===== src/wdt_pkg.sv =====
// Shared constants for the instruction clock watchdog
package wdt_pkg;
  localparam int          CNT_W      = 16;
  localparam logic [15:0] CNT_RESET  = 16'hffff;
  localparam logic [15:0] CNT_ZERO   = 16'h0000;
  localparam logic [15:0] CNT_ONE    = 16'h0001;
  localparam int          INSTR_DIV  = 4;
  localparam logic [3:0]  DIV_LAST   = 4'h3;
  localparam logic [15:0] KICK_LIMIT = 16'hfffe;
endpackage


===== src/wdt_if.sv =====
// Connection between processor core end and watchdog end
`timescale 1ns/1ns
interface wdt_if;
  logic instr_tick;
  logic restart_instr;
  logic disable_instr;
  logic skip_next;
  logic reset_pin_oe;
  modport device (input instr_tick, input restart_instr, input disable_instr,
                  output skip_next, output reset_pin_oe);
  modport core (output instr_tick, output restart_instr,
                output disable_instr, input skip_next, input reset_pin_oe);
endinterface


===== src/instruction_clock_watchdog.sv =====
// Watchdog down counter, flags and reset pin driver
`timescale 1ns/1ns
// Summary of operation
// - After reset count down from ffff per instruction
// - Count past zero sets first underflow flag
// - Underflow with first flag set asserts reset
// - Reset signal drives reset pin low
// - Software restarts within 65534 machine cycles
// - Enable flag set on reset and backup
// - Disable then restart clears enable flag
// - Disable alone keeps watchdog running
// - Restart with first flag clears and skips
// - Restart with first flag clear no skip
// - Skip works even when watchdog disabled
// - Power-down reloads counter and first flag
// - Watchdog re-enabled after power-down return
// - Restart advised just before power-down
module instruction_clock_watchdog
  import wdt_pkg::*;
#(
  parameter int WIDTH = CNT_W              // Down counter width
)
(
  input  wire logic i_sys_clk,       // System clock
  input  wire logic i_srst,          // Synchronous reset, high
  input  wire logic i_power_down,    // Power-down entry pulse
  input  wire logic i_backup_mode,   // RAM back-up entry pulse
  input  wire logic i_reset_pin,     // Level seen on reset pin
  output logic      o_enable_flag,   // Watchdog enable flag
  output logic      o_first_flag,    // First underflow flag
  output logic      o_second_flag,   // Second underflow flag
  wdt_if.device     link             // Core side
);
  logic [WIDTH-1:0] watchdog_down_counter_r;
  logic             pend_disable_r;
  logic             pin_meta_r;
  logic             pin_sync_r;
  logic             wake_r;
  logic             underflow;

  // A narrower counter only shortens the period, for quick tests
  if (WIDTH < 2 || WIDTH > CNT_W) begin : g_bad_width
    $error("watchdog counter width out of range");
  end

  assign underflow = link.instr_tick && o_enable_flag &&
                     (watchdog_down_counter_r == CNT_ZERO[WIDTH-1:0]);

  // Pin level is synchronised and registered in wake_r; no logic reads wake_r
  always_ff @(posedge i_sys_clk) begin
    pin_meta_r <= i_reset_pin;
    pin_sync_r <= pin_meta_r;
  end

  always_ff @(posedge i_sys_clk) begin
    if (i_srst || i_power_down) begin
      watchdog_down_counter_r <= CNT_RESET[WIDTH-1:0];
    end else if (link.instr_tick && o_enable_flag) begin
      watchdog_down_counter_r <= watchdog_down_counter_r
                                 - CNT_ONE[WIDTH-1:0];
    end
  end

  // Pair tracking: a disable is kept only for the very next instruction
  always_ff @(posedge i_sys_clk) begin
    if (i_srst || i_power_down) begin
      pend_disable_r <= 1'b0;
    end else if (link.instr_tick) begin
      pend_disable_r <= link.disable_instr;
    end
  end

  always_ff @(posedge i_sys_clk) begin
    if (i_srst || i_backup_mode || i_power_down) begin
      o_enable_flag <= 1'b1;
    end else if (link.instr_tick && link.restart_instr && pend_disable_r) begin
      o_enable_flag <= 1'b0;
    end
  end

  // Set wins over clear when underflow meets restart
  always_ff @(posedge i_sys_clk) begin
    if (i_srst || i_power_down) begin
      o_first_flag <= 1'b0;
    end else if (underflow) begin
      o_first_flag <= 1'b1;
    end else if (link.instr_tick && link.restart_instr) begin
      o_first_flag <= 1'b0;
    end
  end

  always_ff @(posedge i_sys_clk) begin
    if (i_srst) begin
      o_second_flag     <= 1'b0;
      link.reset_pin_oe <= 1'b0;
    end else if (underflow && o_first_flag) begin
      o_second_flag     <= 1'b1;
      link.reset_pin_oe <= 1'b1;
    end
  end

  always_ff @(posedge i_sys_clk) begin
    if (i_srst) begin
      link.skip_next <= 1'b0;
      wake_r         <= 1'b0;
    end else begin
      wake_r <= pin_sync_r;
      if (link.instr_tick) begin
        link.skip_next <= link.restart_instr && o_first_flag;
      end
    end
  end
endmodule // instruction_clock_watchdog


===== src/flat_wrapper.sv =====
// flat-port wrapper written by rule: the top's interface ports become plain ports
module instruction_clock_watchdog_flat import wdt_pkg::*;
#(
  parameter int WIDTH = CNT_W                                   
)
  (i_sys_clk, i_srst, i_power_down, i_backup_mode, i_reset_pin, o_enable_flag, o_first_flag, o_second_flag, link_instr_tick, link_restart_instr, link_disable_instr, link_skip_next, link_reset_pin_oe);
  wdt_if link_i ();
  input  wire logic i_sys_clk;
  input  wire logic i_srst;
  input  wire logic i_power_down;
  input  wire logic i_backup_mode;
  input  wire logic i_reset_pin;
  output logic o_enable_flag;
  output logic o_first_flag;
  output logic o_second_flag;
  input wire logic [$bits(link_i.instr_tick)-1:0] link_instr_tick;
  input wire logic [$bits(link_i.restart_instr)-1:0] link_restart_instr;
  input wire logic [$bits(link_i.disable_instr)-1:0] link_disable_instr;
  output wire logic [$bits(link_i.skip_next)-1:0] link_skip_next;
  output wire logic [$bits(link_i.reset_pin_oe)-1:0] link_reset_pin_oe;
  assign link_i.instr_tick = link_instr_tick;
  assign link_i.restart_instr = link_restart_instr;
  assign link_i.disable_instr = link_disable_instr;
  assign link_skip_next = link_i.skip_next;
  assign link_reset_pin_oe = link_i.reset_pin_oe;
  instruction_clock_watchdog #(.WIDTH(WIDTH)) u_core (.i_sys_clk(i_sys_clk), .i_srst(i_srst), .i_power_down(i_power_down), .i_backup_mode(i_backup_mode), .i_reset_pin(i_reset_pin), .o_enable_flag(o_enable_flag), .o_first_flag(o_first_flag), .o_second_flag(o_second_flag), .link(link_i));
endmodule

===== config.mk =====
export PLATFORM = sky130hd
export DESIGN_NAME = instruction_clock_watchdog_flat
export DESIGN_NICKNAME = d
export VERILOG_FILES = /design/src/wdt_pkg.sv /design/src/wdt_if.sv /design/src/instruction_clock_watchdog.sv /design/src/flat_wrapper.sv
export SDC_FILE = /design/constraint.sdc
export NUM_CORES = 1
export LEC_CHECK = 0
export ABC_CLOCK_PERIOD_IN_PS = 1550
export BUFFER_PORTS_ARGS = -buffer_cell sky130_fd_sc_hd__buf_2
export CORE_UTILIZATION = 39
export CTS_CLUSTER_DIAMETER = 30
export CTS_CLUSTER_SIZE = 30
export DETAILED_ROUTE_END_ITERATION = 6
export SYNTH_ARGS = -nofsm -noshare
export SYNTH_HDL_FRONTEND = slang
export SYNTH_SLANG_ARGS = --single-unit

===== constraint.sdc =====
create_clock -name i_sys_clk -period 1.55 [get_ports i_sys_clk]
set_clock_uncertainty 0.15 [all_clocks]
set_input_delay 0.31 -clock i_sys_clk [delete_from_list [all_inputs] [get_ports i_sys_clk]]
set_output_delay 0.31 -clock i_sys_clk [all_outputs]
set_load 0.02 [all_outputs]

# [After elaboration in Yosys (flattened, before gate mapping)]
# Index checks and enable logic that the tools add are counted.
[classes] n_reduce_logical=11 add_sub_neg=1 mux=2
[ops] operator="$logic_not A16 Y1" n=1
[ops] operator="$sub A16 B1 Y16 const B" n=1
[ops] operator="$logic_and A1 B1 Y1" n=6
[ops] operator="$logic_or A1 B1 Y1" n=3
[ops] operator="$mux W1" n=2
[ops] operator="$reduce_bool A2 Y1" n=1
[totals] output_inout_bits=5 word_cells=20 input_bits=8 register_bits=21

# [Longest topological paths before layout]
# Gate-level depths: netlist (run 1).
[depth] depth_word=3 depth_mapped=6 depth_no_buf=6

# [Least setup slack after synthesis (run 1)]
# No wires, ideal clock.
[synth_path] path_kind="flip-flop to flip-flop" start="register u_core.o_enable_flag" end="register u_core.watchdog_down_counter_r[15]" stages_incl_launch_ff=6 period_less_slack_ns=1.792 setup_ns=0.063 required_time_ns=1.337 n_path_buf=1 slack_ns=-0.242 t_arrival_ns=1.579 path_cell_list="dfxtp_1 > and3b_1 > clkbuf_1 > nand3_2 > or4_1 > nand3_1"
[synth_between] elab_chain_cells=1
[synth_rtl] item="start, declared" line="instruction_clock_watchdog.sv:29" text="output logic o_enable_flag,"
[synth_rtl] item="start signal, assigned" line="instruction_clock_watchdog.sv:75" text="o_enable_flag <= 1'b1;"
[synth_rtl] item="start signal, assigned" line="instruction_clock_watchdog.sv:77" text="o_enable_flag <= 1'b0;"
[synth_rtl] item="$logic_and A1 B1 Y1" line="instruction_clock_watchdog.sv:58" text="end else if (link.instr_tick && o_enable_flag) begin"
[synth_rtl] item="end signal, assigned" line="instruction_clock_watchdog.sv:57" text="watchdog_down_counter_r <= CNT_RESET[WIDTH-1:0];"
[synth_rtl] item="end signal, assigned" line="instruction_clock_watchdog.sv:59" text="watchdog_down_counter_r <= watchdog_down_counter_r"
[synth_rtl] item="end, declared" line="instruction_clock_watchdog.sv:34" text="logic [WIDTH-1:0] watchdog_down_counter_r;"
# Every way passes these cells.
# A chain may end at the register's enable or synchronous reset.

# [Worst setup path after layout (run 1)]
[layout_path] start="register u_core.watchdog_down_counter_r[4]" end="register u_core.watchdog_down_counter_r[15]"
[layout_between] elab_chain_cells=1
[layout_rtl] item="$sub A16 B1 Y16" line="instruction_clock_watchdog.sv:60" text="- CNT_ONE[WIDTH-1:0];"
# Every way passes these cells.

==> impl.org, run 1 <==
** CTS
- The tree built by TritonCTS fans out to 21 sinks.
- Clock latency reported for the late side of the worst-skew pair :: around 0.30 ns
- Total CTS buffers :: 3
- After clock tree synthesis, the clock-pin slew on the worst setup and hold paths is between 0.1 and 0.15 ns.
- Buffers from clock root to sink, at most :: 2
- TritonCTS built the clock tree.
- Count of H-tree levels built during CTS :: 1
- After clock tree synthesis, the flow added hold-fix buffers numbering 0.
- CTS placed an instance of clkbuf_4 at the clock tree root.

** GRT
- The first global-routing pass estimated about 3500 µm of wire.
- Number of antenna violations at the first check in global routing :: 0
- GRT Residual Overflow :: 0
- The layer flagged by global routing as most heavily used is met2.
- Entering global routing, the biggest net connects 17 pins.
- The number of global-route vias before repair is 844.
- For met3 alone, demand over resource in global routing was slightly below 4%.
- Met1 routing resource usage after global routing :: 21.5%
- Total global-route track usage :: between 10% and 20%
- Routing usage on met2 :: 30.4%

** Logic synthesis
- Number of warnings issued by yosys :: 0
- Most frequent cell after synthesis :: dfxtp_1
- Sequential fraction of the synthesis area :: 45.5%
- Flip-flop and latch count after synthesis :: 21
- By count the netlist is led by dfxtp_1, nand2_1, nand3_1.
- Yosys attributes the largest share of cell area to dfxtp_1, nand2_1, xor2_1.
- Post-synth top flop :: dfxtp_1
- Number of flops mapped to enable cells by yosys :: 0
- Area share of the largest cell type after synthesis :: 45.5%
- Per-instance average area after synthesis :: just over 9 µm²
- Count of cell types in the netlist :: 32
- Cell count after synthesis :: 101
- Number of nets produced by synthesis :: 110
- Largest area contributor in the netlist :: dfxtp_1
- The mapped netlist covers 925 µm².
- Async SR Flop Fraction :: 0%

** STA
- Unrepaired setup endpoints after global routing :: yes
- Pins Over Slew Limit :: 0
- In the post-route analysis, the smallest setup slack over all paths is -0.121 ns.
- Peak clock frequency supported by timing :: 598 MHz
- Slew at the pin closest to its max-slew limit :: 0.301 ns
- The final hold violation count was 0.
- Final Critical Period :: roughly 1.7 ns
- Setup violations remaining at the end of the flow were counted as 8.
- Dividing the final minimum period by the clock period gives 108%.
- Worst Hold Slack :: 0.0386 ns
- Measured against its own limit, the worst slew margin works out to ~80%.

** Worst hold path
- In this run the most critical hold path is launched from i_backup_mode.
- Class of the worst hold path :: input pin to register
- WHS Endpoint :: u_core.o_enable_flag$_SDFFE_PP1P_
- Min-Delay Path Depth :: 2

** Setup path
- Longest individual stage delay on the worst path :: 0.52 ns
- Launch point of the worst reg-to-reg path :: u_core.watchdog_down_counter_r[4]$_SDFFE_PP1P_
- By startpoint and endpoint, the worst setup path is classified as register to register.
- Worst Reg2Reg Path Length in Cells :: 4
- CP arrival :: 1.78 ns
- STA classifies the critical path endpoint as a register.
- In this run the register-to-register setup slack is -0.12 ns.
- End of the worst register-to-register path :: u_core.watchdog_down_counter_r[15]$_SDFFE_PP1P_
- Required time of the critical path :: 1.66 ns
- Of all nets on the critical path, the largest fanout is 5.
- Among all stages on the critical path, the largest delay is contributed by or4_4.
- Crit path top cell by count :: nand3_2
- Critical path cell sequence :: nor4_4 > nand3_2 > or4_4 > nand3_2
- Startpoint types :: register

** Finish
- Register area :: about 430 µm²
- Share of final-layout standard cells stronger than drive strength 1 :: 48.6%
- Area of combinational cells with multiple inputs :: 569 µm²
- Synth-to-Final Area Change :: 47.1%
- 0 antenna diodes ended up in the layout.
- Filler Cells Inserted :: 200
- At the end of the flow, the number of nets in the layout was 152.

** Placed design
- Final HPWL from detailed placement :: around 1400 µm
- Port buffering added 11 buffers.
- Pre-CTS worst setup slack :: -0.157 ns
- At the end of routability-driven placement, the weighted congestion stood at 0.748.

** Route
- Number of violations reported at the end of detailed-routing iteration 0 :: 11
- Detailed Routing Iterations Pass 1 :: 4
- Vias :: 885
- After detailed routing, the number of remaining DRC violations is 0.
- In this run the remaining antenna-violating nets after routing total 0.
- Average wire per cell in the routed design :: 13.2 µm
- Total detailed-routing wirelength :: between 2000 and 2500 µm
- After detailed routing, the number of vias per cell comes to 5.21.

** Floorplan
- The die covers ~0.0026 mm².
- Placement Rows :: 17
- Number of ports placed on the die boundary :: 13
- Initial core utilization :: 41.4%
- Core footprint :: 0.00223 mm²
- Die Span X :: 50.7 µm
- In this run the vertical extent of the chip is about 51 µm.

** Outcome
- The run finished, with violations left.
- Violated checks :: negative setup slack

** Power
- IR analysis of the VDD net gives a maximum drop of 314 µV.
- For this design the ratio of total power to cell area is 634 mW/mm².
- Summed over all cells, the static leakage comes to approximately 0.00055 µW.

** Job
- The tool flagged a number of max-cap violations equal to 0.
==> kinds of logic after synthesis <==
family | count (synthesis) | share of synthesized area (%)
XOR/XNOR | 8 | 7.58
AND/OR/NAND/NOR | 51 | 32.3
flip-flops | 21 | 45.5
AO/OA/AOI/OAI | 12 | 8.53
buffers and inverters | 7 | 3.65
adder cells (fa/ha/maj) | 1 | 1.35
multiplexers | 1 | 1.08
==> per-stage QoR <==
stage | util (%) | std cells | total power [µW] | TNS [ns] | area, µm²
final | 60.9 | 170 | 862 | -0.530 | 1360
after global routing | 60.9 | 170 | 910 | -1.29 | 1360
after CTS | 57.4 | 169 | 878 | -0.566 | 1280
after detailed placement | 52.0 | 157 | 603 | -0.662 | 1160
after global placement | 52.0 | 157 | 601 | -0.513 | 1160
after floorplan | - | 101 | 580 | -0.228 | 938
==> state kept, by name, indices dropped and copies added (netlist names) <==
signal	cells
u_core.o_first_flag	1
u_core.link.skip_next	1
u_core.o_second_flag	1
u_core.pend_disable_r	1
u_core.watchdog_down_counter_r	16
u_core.o_enable_flag	1
==> area by class of cell <==
class / count / share of cell area, %
Timing Repair Buffer: 41 / 21.2
Clock inverter: 1 / 0.368
Clock buffer: 3 / 1.66
Tap cell: 28 / 2.58
Multi-Input combinational cell: 73 / 41.9
Sequential cell: 21 / 31.6
Inverter: 3 / 0.828
==> where the power goes <==
part           internal [µW]  switching (µW)  leakage [µW]
logic                   26.3            26.9      0.000361
clock network           96.1             167     0.0000177
registers                543            2.11      0.000167
total                    666             196      0.000546
==> worst max-delay path: cells and delay by family (launching register included) <==
| kind | cells | cell delay (ns) |
|---|---|---|
| simple gates | 4 | 1.13 |
| flops | 1 | 0.35 |
==> cells in the final DEF (no fill, tap or decap) <==
cell type,instances
xor2_2,1
clkinv_2,1
a211o_1,1
o22ai_1,1
nand4b_1,3
nand2b_1,3
o21ai_0,2
ha_4,1
and3_2,1
xnor2_1,2
mux2i_1,1
or2_2,1
or3_4,1
inv_2,2
or4_1,2
o41ai_1,1
nand3_2,3
nand2_1,14
clkbuf_4,3
buf_6,2
xor2_1,5
nor2_1,5
nor3b_2,1
nor4_4,2
o31ai_4,3
and4b_1,1
nand3_1,8
dfxtp_2,7
or4_4,1
dfxtp_1,14
and3b_1,1
a21oi_1,3
buf_4,28
inv_1,1
or3_1,2
o211ai_1,1
nand4_1,2
buf_2,11
==> metal layers <==
layer  vias to the layer above  share of wire [%]  wire [µm]
li1                        443                  -          -
met1                       426                 47       1050
met2                        14                 50       1120
met3                         2                2.9         65
met4                         0               0.76         17
met5                         -                  0          0
==> how the worst max path moves through the flow <==
stage,from,endpoint,slack [ns],cells after the start
after floorplan,u_core.watchdog_down_counter_r[6]$_SDFFE_PP1P_,u_core.watchdog_down_counter_r[15]$_SDFFE_PP1P_,-0.07,4
after global placement,u_core.watchdog_down_counter_r[0]$_SDFFE_PP1P_,u_core.watchdog_down_counter_r[14]$_SDFFE_PP1P_,-0.12,6
after detailed placement,u_core.watchdog_down_counter_r[0]$_SDFFE_PP1P_,u_core.watchdog_down_counter_r[14]$_SDFFE_PP1P_,-0.16,6
after CTS,u_core.watchdog_down_counter_r[1]$_SDFFE_PP1P_,u_core.watchdog_down_counter_r[14]$_SDFFE_PP1P_,-0.17,6
after global routing,u_core.watchdog_down_counter_r[4]$_SDFFE_PP1P_,u_core.watchdog_down_counter_r[15]$_SDFFE_PP1P_,-0.18,4
final,u_core.watchdog_down_counter_r[4]$_SDFFE_PP1P_,u_core.watchdog_down_counter_r[15]$_SDFFE_PP1P_,-0.12,4
==> what timing repair did <==
| action | in CTS | in global routing |
|---|---|---|
| pin swaps | 8 | 13 |
| resized for setup | 8 | 13 |
| setup buffers | 8 | 3 |
| endpoints found under the setup margin | 7 | 11 |
Note: power is estimated with default switching activity, not from simulation.
==> run 2: changes to the inputs <==
--- a/config.mk
+++ b/config.mk
@@ -7,10 +7,12 @@
 export LEC_CHECK = 0
 export ABC_CLOCK_PERIOD_IN_PS = 1550
 export BUFFER_PORTS_ARGS = -buffer_cell sky130_fd_sc_hd__buf_2
-export CORE_UTILIZATION = 39
+export CORE_UTILIZATION = 48
 export CTS_CLUSTER_DIAMETER = 30
 export CTS_CLUSTER_SIZE = 30
 export DETAILED_ROUTE_END_ITERATION = 6
+export HOLD_SLACK_MARGIN = 0.15
+export PLACE_DENSITY = 0.71
 export SYNTH_ARGS = -nofsm -noshare
 export SYNTH_HDL_FRONTEND = slang
 export SYNTH_SLANG_ARGS = --single-unit
==> run 2 against run 1 <==
Against the previous run: the run still ends with negative setup slack left; sequential cell count did not move; combinational power rose by 8.3%; first-iteration DRC count rose to 2.6 times the previous value; global-route usage rose by 4.8 points; clock power fell by 2%; total power barely moved; sequential power barely moved; design area fell by 1.8%; non-clock buffer count fell by 1; fmax fell by 6.1%.
==> impl.org, run 2 (same netlist as run 1, synthesis figures left out) <==
** Outcome
- Outcome :: finished with violations
- Violated checks :: negative setup slack

** STA
- Slew at the pin closest to its max-slew limit :: 0.302 ns
- Final Setup Violations :: 7
- Post-layout worst setup margin :: -0.230 ns
- In the final timing run, aggregate negative setup slack is -0.952 ns.
- The max-slew violation total from the final report is 0.
- Final Hold Vio Count :: 0
- Measured against its own limit, the worst slew margin works out to between 70% and 80%.
- After layout, the minimum clock period comes to 1.78 ns.
- For this run, the top clock speed supported by timing is 562 MHz.
- Unrepaired setup endpoints after global routing :: yes
- Post-route clock period utilization :: 115%

** CTS
- Clock slew at reported path FFs :: around 0.11 ns
- Clock tree synthesis selected as its root buffer the cell clkbuf_4.
- In this run the number of H-tree levels came out at 1.
- Counting every sink on the clock net gives 21.
- Total CTS buffers :: 3
- No sink is reached through more buffers than the 2 on the longest clock path.
- CTS tree :: yes
- At the later pin of the worst-skew pair, clock insertion delay measures 0.30 ns.

** Finish
- For this run, the post-layout net count is 151.
- Finished Cell Area :: 0.00134 mm²
- Counting the fill cells in the layout gives 120.
- Register ranked first by flip-flop count :: u_core.watchdog_down_counter_r
- Share of final-layout standard cells stronger than drive strength 1 :: 44.7%
- ANT cells :: 0
- Area of combinational cells with multiple inputs :: 554 µm²
- Flip-flop count of the largest register after layout :: 16
- Synth-to-Final Area Change :: 44.4%
- In the layout the commonest cells are buf_4, nand2_1, dfxtp_1.
- The library cell used most frequently in the layout, excluding fill and tap cells, is buf_4.
- The count of cells in the finished layout, fillers not included, comes to 166.
- Across the whole layout, storage elements account for 429 µm².

** Floorplan
- 13 I/O pins were placed.
- Die Outline Area :: 0.00211 mm²
- After floorplanning, the core was sized to cover 0.00176 mm².
- The die is 45.9 µm tall.
- Placement Rows :: 15
- For this configuration, the core starts out at a cell density of 52.4%.
- The die is between 40 and 50 µm wide.

** Setup path
- Data on the critical path is required at its endpoint by 1.64 ns.
- Maximum fanout along the worst path :: 3
- Longest individual stage delay on the worst path :: 0.34 ns
- Worst Setup End Kind :: register
- The slowest stage of the critical path belongs to the cell dfxtp_2.
- Sum of buffers and inverters on the critical path :: 2
- CP delay by family, top :: simple AND/OR/NAND/NOR gates
- Startpoint types :: register
- For the worst setup path, the data arrival time is 1.87 ns.
- Worst setup path category :: register to register
- Critical path cell sequence :: inv_2 > ha_4 > and4b_1 > nand4b_1 > buf_4 > or3_4 > a21oi_2

** Route
- Total detailed-routing wirelength :: ~2400 µm
- For this block, the via count after detailed routing is 903.
- Using the TritonRoute via totals, the vias-per-cell ratio works out to 5.44.
- In the final routed layout, each cell accounts on average for 14.4 µm.
- Number of violations reported at the end of detailed-routing iteration 0 :: 29
- Detailed Routing Iterations Pass 1 :: 4
- After detailed routing, the number of remaining DRC violations is 0.
- Once detail routing completed, the nets flagged for antenna violations numbered 0.

** Power
- Across the VDD grid, the largest voltage drop is 434 µV.
- Cell area power density :: 646 mW/mm²
- In this run the static leakage power is 0.000530 µW.
- Overall power consumption after layout is estimated at 863 µW.

** GRT
- Number of antenna violations at the first check in global routing :: 0
- Largest net degree at the start of global routing :: 17
- The first global-routing pass estimated 3440 µm of wire.
- The total overflow left after global routing is 0.
- The number of global-route vias before repair was ~820.
- Total global-route track usage :: 23.0%

** Placed design
- Cell area after placement :: 0.00115 mm²
- Count of placed standard cells including taps :: 153
- PortBufs :: 11
- Final HPWL from detailed placement :: 1510 µm
- The congestion estimate from routability-driven global placement came to 0.736.

** Job
- Number of maximum-capacitance constraint violations :: 0

** Worst hold path
- Class of the worst hold path :: input pin to register
[run 2: per-stage QoR]
stage / worst slack (ns) / utilization, % / hold slack, ns
floorplan: -0.0721 / - / 0.229
global placement: -0.0984 / 65.2 / 0.301
CTS: -0.152 / 74.3 / 0.176
global route: -0.273 / 75.7 / 0.193
detailed placement: -0.133 / 65.2 / 0.310
finish: -0.230 / 75.7 / 0.177
[run 2: what timing repair did]
action / CTS / global route
pin swaps: 10 / 5
endpoints found under the setup margin: 7 / 15
buffers inserted: 5 / 1
hold endpoints to repair: 5 / 0
gates resized for setup: 11 / 8
hold buffers: 5 / 0
[run 2: worst paths after layout]
check,from,end,slack (ns),cells past startpoint
worst min register to register,u_core.link.skip_next$_SDFFE_PP0P_,u_core.link.skip_next$_SDFFE_PP0P_,0.33,2
worst max-delay path,u_core.watchdog_down_counter_r[0]$_SDFFE_PP1P_,u_core.o_first_flag$_SDFFE_PP0P_,-0.23,7
worst max register to register,u_core.watchdog_down_counter_r[0]$_SDFFE_PP1P_,u_core.o_first_flag$_SDFFE_PP0P_,-0.23,7
worst min-delay path,link_restart_instr,u_core.link.skip_next$_SDFFE_PP0P_,0.18,3
[run 2: worst reg2reg max path, stage by stage, from the launching register on]
cell,delay [ns]
dfxtp_2,0.34
inv_2,0.07
ha_4,0.14
and4b_1,0.22
nand4b_1,0.15
buf_4,0.18
or3_4,0.34
a21oi_2,0.14
[run 2: area by class of cell]
type                       count  area share (%)
tap                           25            2.34
inverter                       3           0.843
timing repair buffer          40            21.2
multi-input combinational     73            41.5
sequential                    21            32.1
clock buffer                   4            1.97
[run 2: where the power goes]
group | leakage (µW) | total (µW) | internal, µW | switching, µW
clock network | 0.0000150 | 260 | 100 | 160
registers | 0.000167 | 545 | 543 | 2.29
logic | 0.000348 | 57.6 | 28.7 | 28.9
total | 0.000530 | 863 | 672 | 191
[run 2: layer usage]
layer / vias up / GRT usage (%) / wire (µm) / part of all wire, %
met3: 6 / 3.57 / 109 / 4.6
met5: - / 0 / 0 / 0
met1: 424 / 26.5 / 997 / 42
li1: 439 / - / - / -
met2: 34 / 42.0 / 1240 / 52
met4: 0 / 8.82 / 36 / 1.5
==> run 3: changes to the inputs <==
--- a/config.mk
+++ b/config.mk
@@ -7,6 +7,7 @@
 export LEC_CHECK = 0
 export ABC_CLOCK_PERIOD_IN_PS = 1550
 export BUFFER_PORTS_ARGS = -buffer_cell sky130_fd_sc_hd__buf_2
+export CORE_MARGIN = 1.5
 export CORE_UTILIZATION = 48
 export CTS_CLUSTER_DIAMETER = 30
 export CTS_CLUSTER_SIZE = 30
==> run 3 against run 2 <==
Against the previous run: the run still ends with negative setup slack left; via count decreased by 4.0%; design area decreased by 1.8%; core utilization decreased by 1.3 points; worst hold slack got worse by 0.022 ns; clock power decreased by 2%; fmax increased by 2.9%; sequential power about the same; critical path depth decreased by 1; worst setup slack improved by 0.051 ns; register-to-register slack improved by 0.05 ns; non-clock buffer count decreased by 1; largest power group unchanged.
==> impl.org, run 3 (same netlist as run 1, synthesis figures left out) <==
** CTS
- Clock latency reported for the late side of the worst-skew pair :: 0.29 ns
- CTS saw 21 sinks.
- Total CTS buffers :: 3
- The root buffer cell chosen for the clock tree is clkbuf_4.
- Count of H-tree levels built during CTS :: 1
- CTS tree :: yes
- After clock tree synthesis, the clock-pin slew on the worst setup and hold paths is 0.11 ns.
- Buffers from clock root to sink, at most :: 2

** Placed design
- Cell area after placement :: 0.00115 mm²
- At the end of routability-driven placement, the weighted congestion stood at 0.746.
- Count of placed standard cells including taps :: 153
- PortBufs :: 11
- Detailed placement ended at an HPWL of 1450 µm.

** Route
- After detailed routing, the average wire length per cell comes to 13.3 µm.
- Vias :: slightly below 900
- Total routed wire length on the met1 layer :: 999 µm
- The detail route stage leaves a number of antenna-violating nets equal to 0.
- Summed over all nets, wire length on met2 after detailed routing comes to 1140 µm.
- The first detailed-routing pass took 4 iterations.
- Wire segments on met3 add up to 50 µm in the final route.
- The routed design has 2190 µm of wire.
- Dividing the detail-routed via count by the number of cells gives 5.25.
- After detailed routing, no signal wire sits above met4.
- Number of violations reported at the end of detailed-routing iteration 0 :: 7
- After detailed routing, the number of remaining DRC violations is 0.

** STA
- Slew at the pin closest to its max-slew limit :: roughly 0.30 ns
- Final Setup Violations :: 8
- After layout, the worst setup slack is -0.179 ns.
- After layout, the worst path uses 112% of the clock period.
- Setup repair after global routing could not meet its margin everywhere.
- Pins Over Slew Limit :: 0
- Worst Hold Slack :: 0.155 ns
- For this run, the top clock speed supported by timing is between 500 and 600 MHz.
- Final Hold Vio Count :: 0
- Headroom to the max-slew limit :: approximately four fifths
- After layout, the minimum clock period comes to 1.73 ns.

** Setup path
- Startpoint types :: register
- For the worst setup path, the data arrival time is 1.82 ns.
- Worst Reg2Reg Path Length in Cells :: 6
- Required time of the critical path :: between 1.5 and 2 ns
- The critical path is of the register to register type.
- Maximum fanout along the worst path :: 4
- Worst Setup End Kind :: register

** Finish
- Area of combinational cells with multiple inputs :: 532 µm²
- Summing all non-filler instances in the final layout gives an area of 0.00131 mm².
- Flip-flop count of the largest register after layout :: 16
- From synthesis to final layout, the design area changed by 41.8%.
- The count of cells in the finished layout, fillers not included, comes to 165.
- ANT cells :: 0
- Leading cell types in the layout, fill and taps excluded :: buf_4, dfxtp_1, nand2_1
- Register area :: 428 µm²
- More flip-flops sit in one register than any other, and that register is u_core.watchdog_down_counter_r.
- Leaving out fill and tap cells, the most frequent cell in the layout is buf_4.
- The post-route netlist has about two fifths of its cells at a drive strength greater than 1.
- Total Nets Final :: 150
- Filler Cells Inserted :: 124

** Floorplan
- Die span in y :: 46.9 µm
- The core region is approximately 0.0018 mm².
- For this configuration, the core starts out at a cell density of between 50% and 60%.
- The floorplan step defined a die boundary enclosing 0.00220 mm².
- The die is around 47 µm wide.
- Pin placement for this block handled 13 I/O pins.
- After floorplanning, the core was divided into 15 placement rows.

** Job
- The tool flagged a number of max-cap violations equal to 0.

** Power
- Cell area power density :: roughly 660 mW/mm²
- IR analysis of the VDD net gives a maximum drop of 372 µV.
- Pwr Total :: 862 µW
- For this design the static power due to leakage is 0.000528 µW.

** Outcome
- The flow ran to the end, but the final reports show violations.
- The final reports fail on negative setup slack.

** GRT
- Number of antenna violations at the first check in global routing :: 0
- The first global-routing pass estimated 3410 µm of wire.
- Global routing used 21.7% of the available tracks.
- GRT Residual Overflow :: 0
- Entering global routing, the biggest net connects 17 pins.
- The number of global-route vias before repair is 854.

** Worst hold path
- Class of the worst hold path :: input pin to register
- Counting instances, the worst hold path has a depth of 3.
run 3: path summary, 6_finish.rpt:
check,from,endpoint,slack (ns)
setup / recovery,u_core.watchdog_down_counter_r[0]$_SDFFE_PP1P_,u_core.o_first_flag$_SDFFE_PP0P_,-0.18
hold / removal,link_restart_instr,u_core.link.skip_next$_SDFFE_PP0P_,0.16
setup reg to reg,u_core.watchdog_down_counter_r[0]$_SDFFE_PP1P_,u_core.o_first_flag$_SDFFE_PP0P_,-0.18
hold reg to reg,u_core.o_second_flag$_SDFFE_PP0P_,u_core.o_second_flag$_SDFFE_PP0P_,0.34
run 3: metrics by stage:
step                setup TNS [ns]  utilization (%)  worst slack [ns]
finish                      -0.785             74.3            -0.179
detailed placement          -0.653             65.2            -0.135
global placement            -0.429             65.2           -0.0989
CTS                         -0.619             71.2            -0.125
floorplan                   -0.228                -           -0.0721
global route                 -1.41             74.3            -0.230
run 3: where the power goes:
part           total (µW)  switching (µW)  internal, µW
Sequential            546            2.38           543
Combinational        60.5            28.6          31.9
Clock                 256             156           100
Total                 862             187           675
run 3: layer usage:
| layer | vias to the layer above | GRT usage, % |
|---|---|---|
| met3 | 2 | 3.85 |
| met4 | 0 | 7.78 |
| met5 | - | 0 |
| met2 | 20 | 40.8 |
| li1 | 440 | - |
| met1 | 405 | 24.2 |
run 3: cell type report:
cell class                 count  share of cell area, %
tap                           25                   2.39
clock buffer                   4                   2.00
sequential                    21                   32.6
multi-input combinational     73                   40.6
inverter                       3                  0.859
timing repair buffer          39                   21.6
run 3: worst max-delay path, cell delays in order (launching register included):
cell and delay [ns]:
dfxtp_2 0.34, inv_2 0.07, ha_4 0.14, and4b_1 0.23, nand4b_1 0.20, or3_4 0.44, a21oi_2 0.11
run 3: timing repair:
item                                    in CTS  in global routing
hold buffers                                 3                  1
resized for setup                            6                  9
hold endpoints to repair                     4                  2
pin swaps                                    0                  7
setup buffers                                3                  2
endpoints found under the setup margin       8                 12
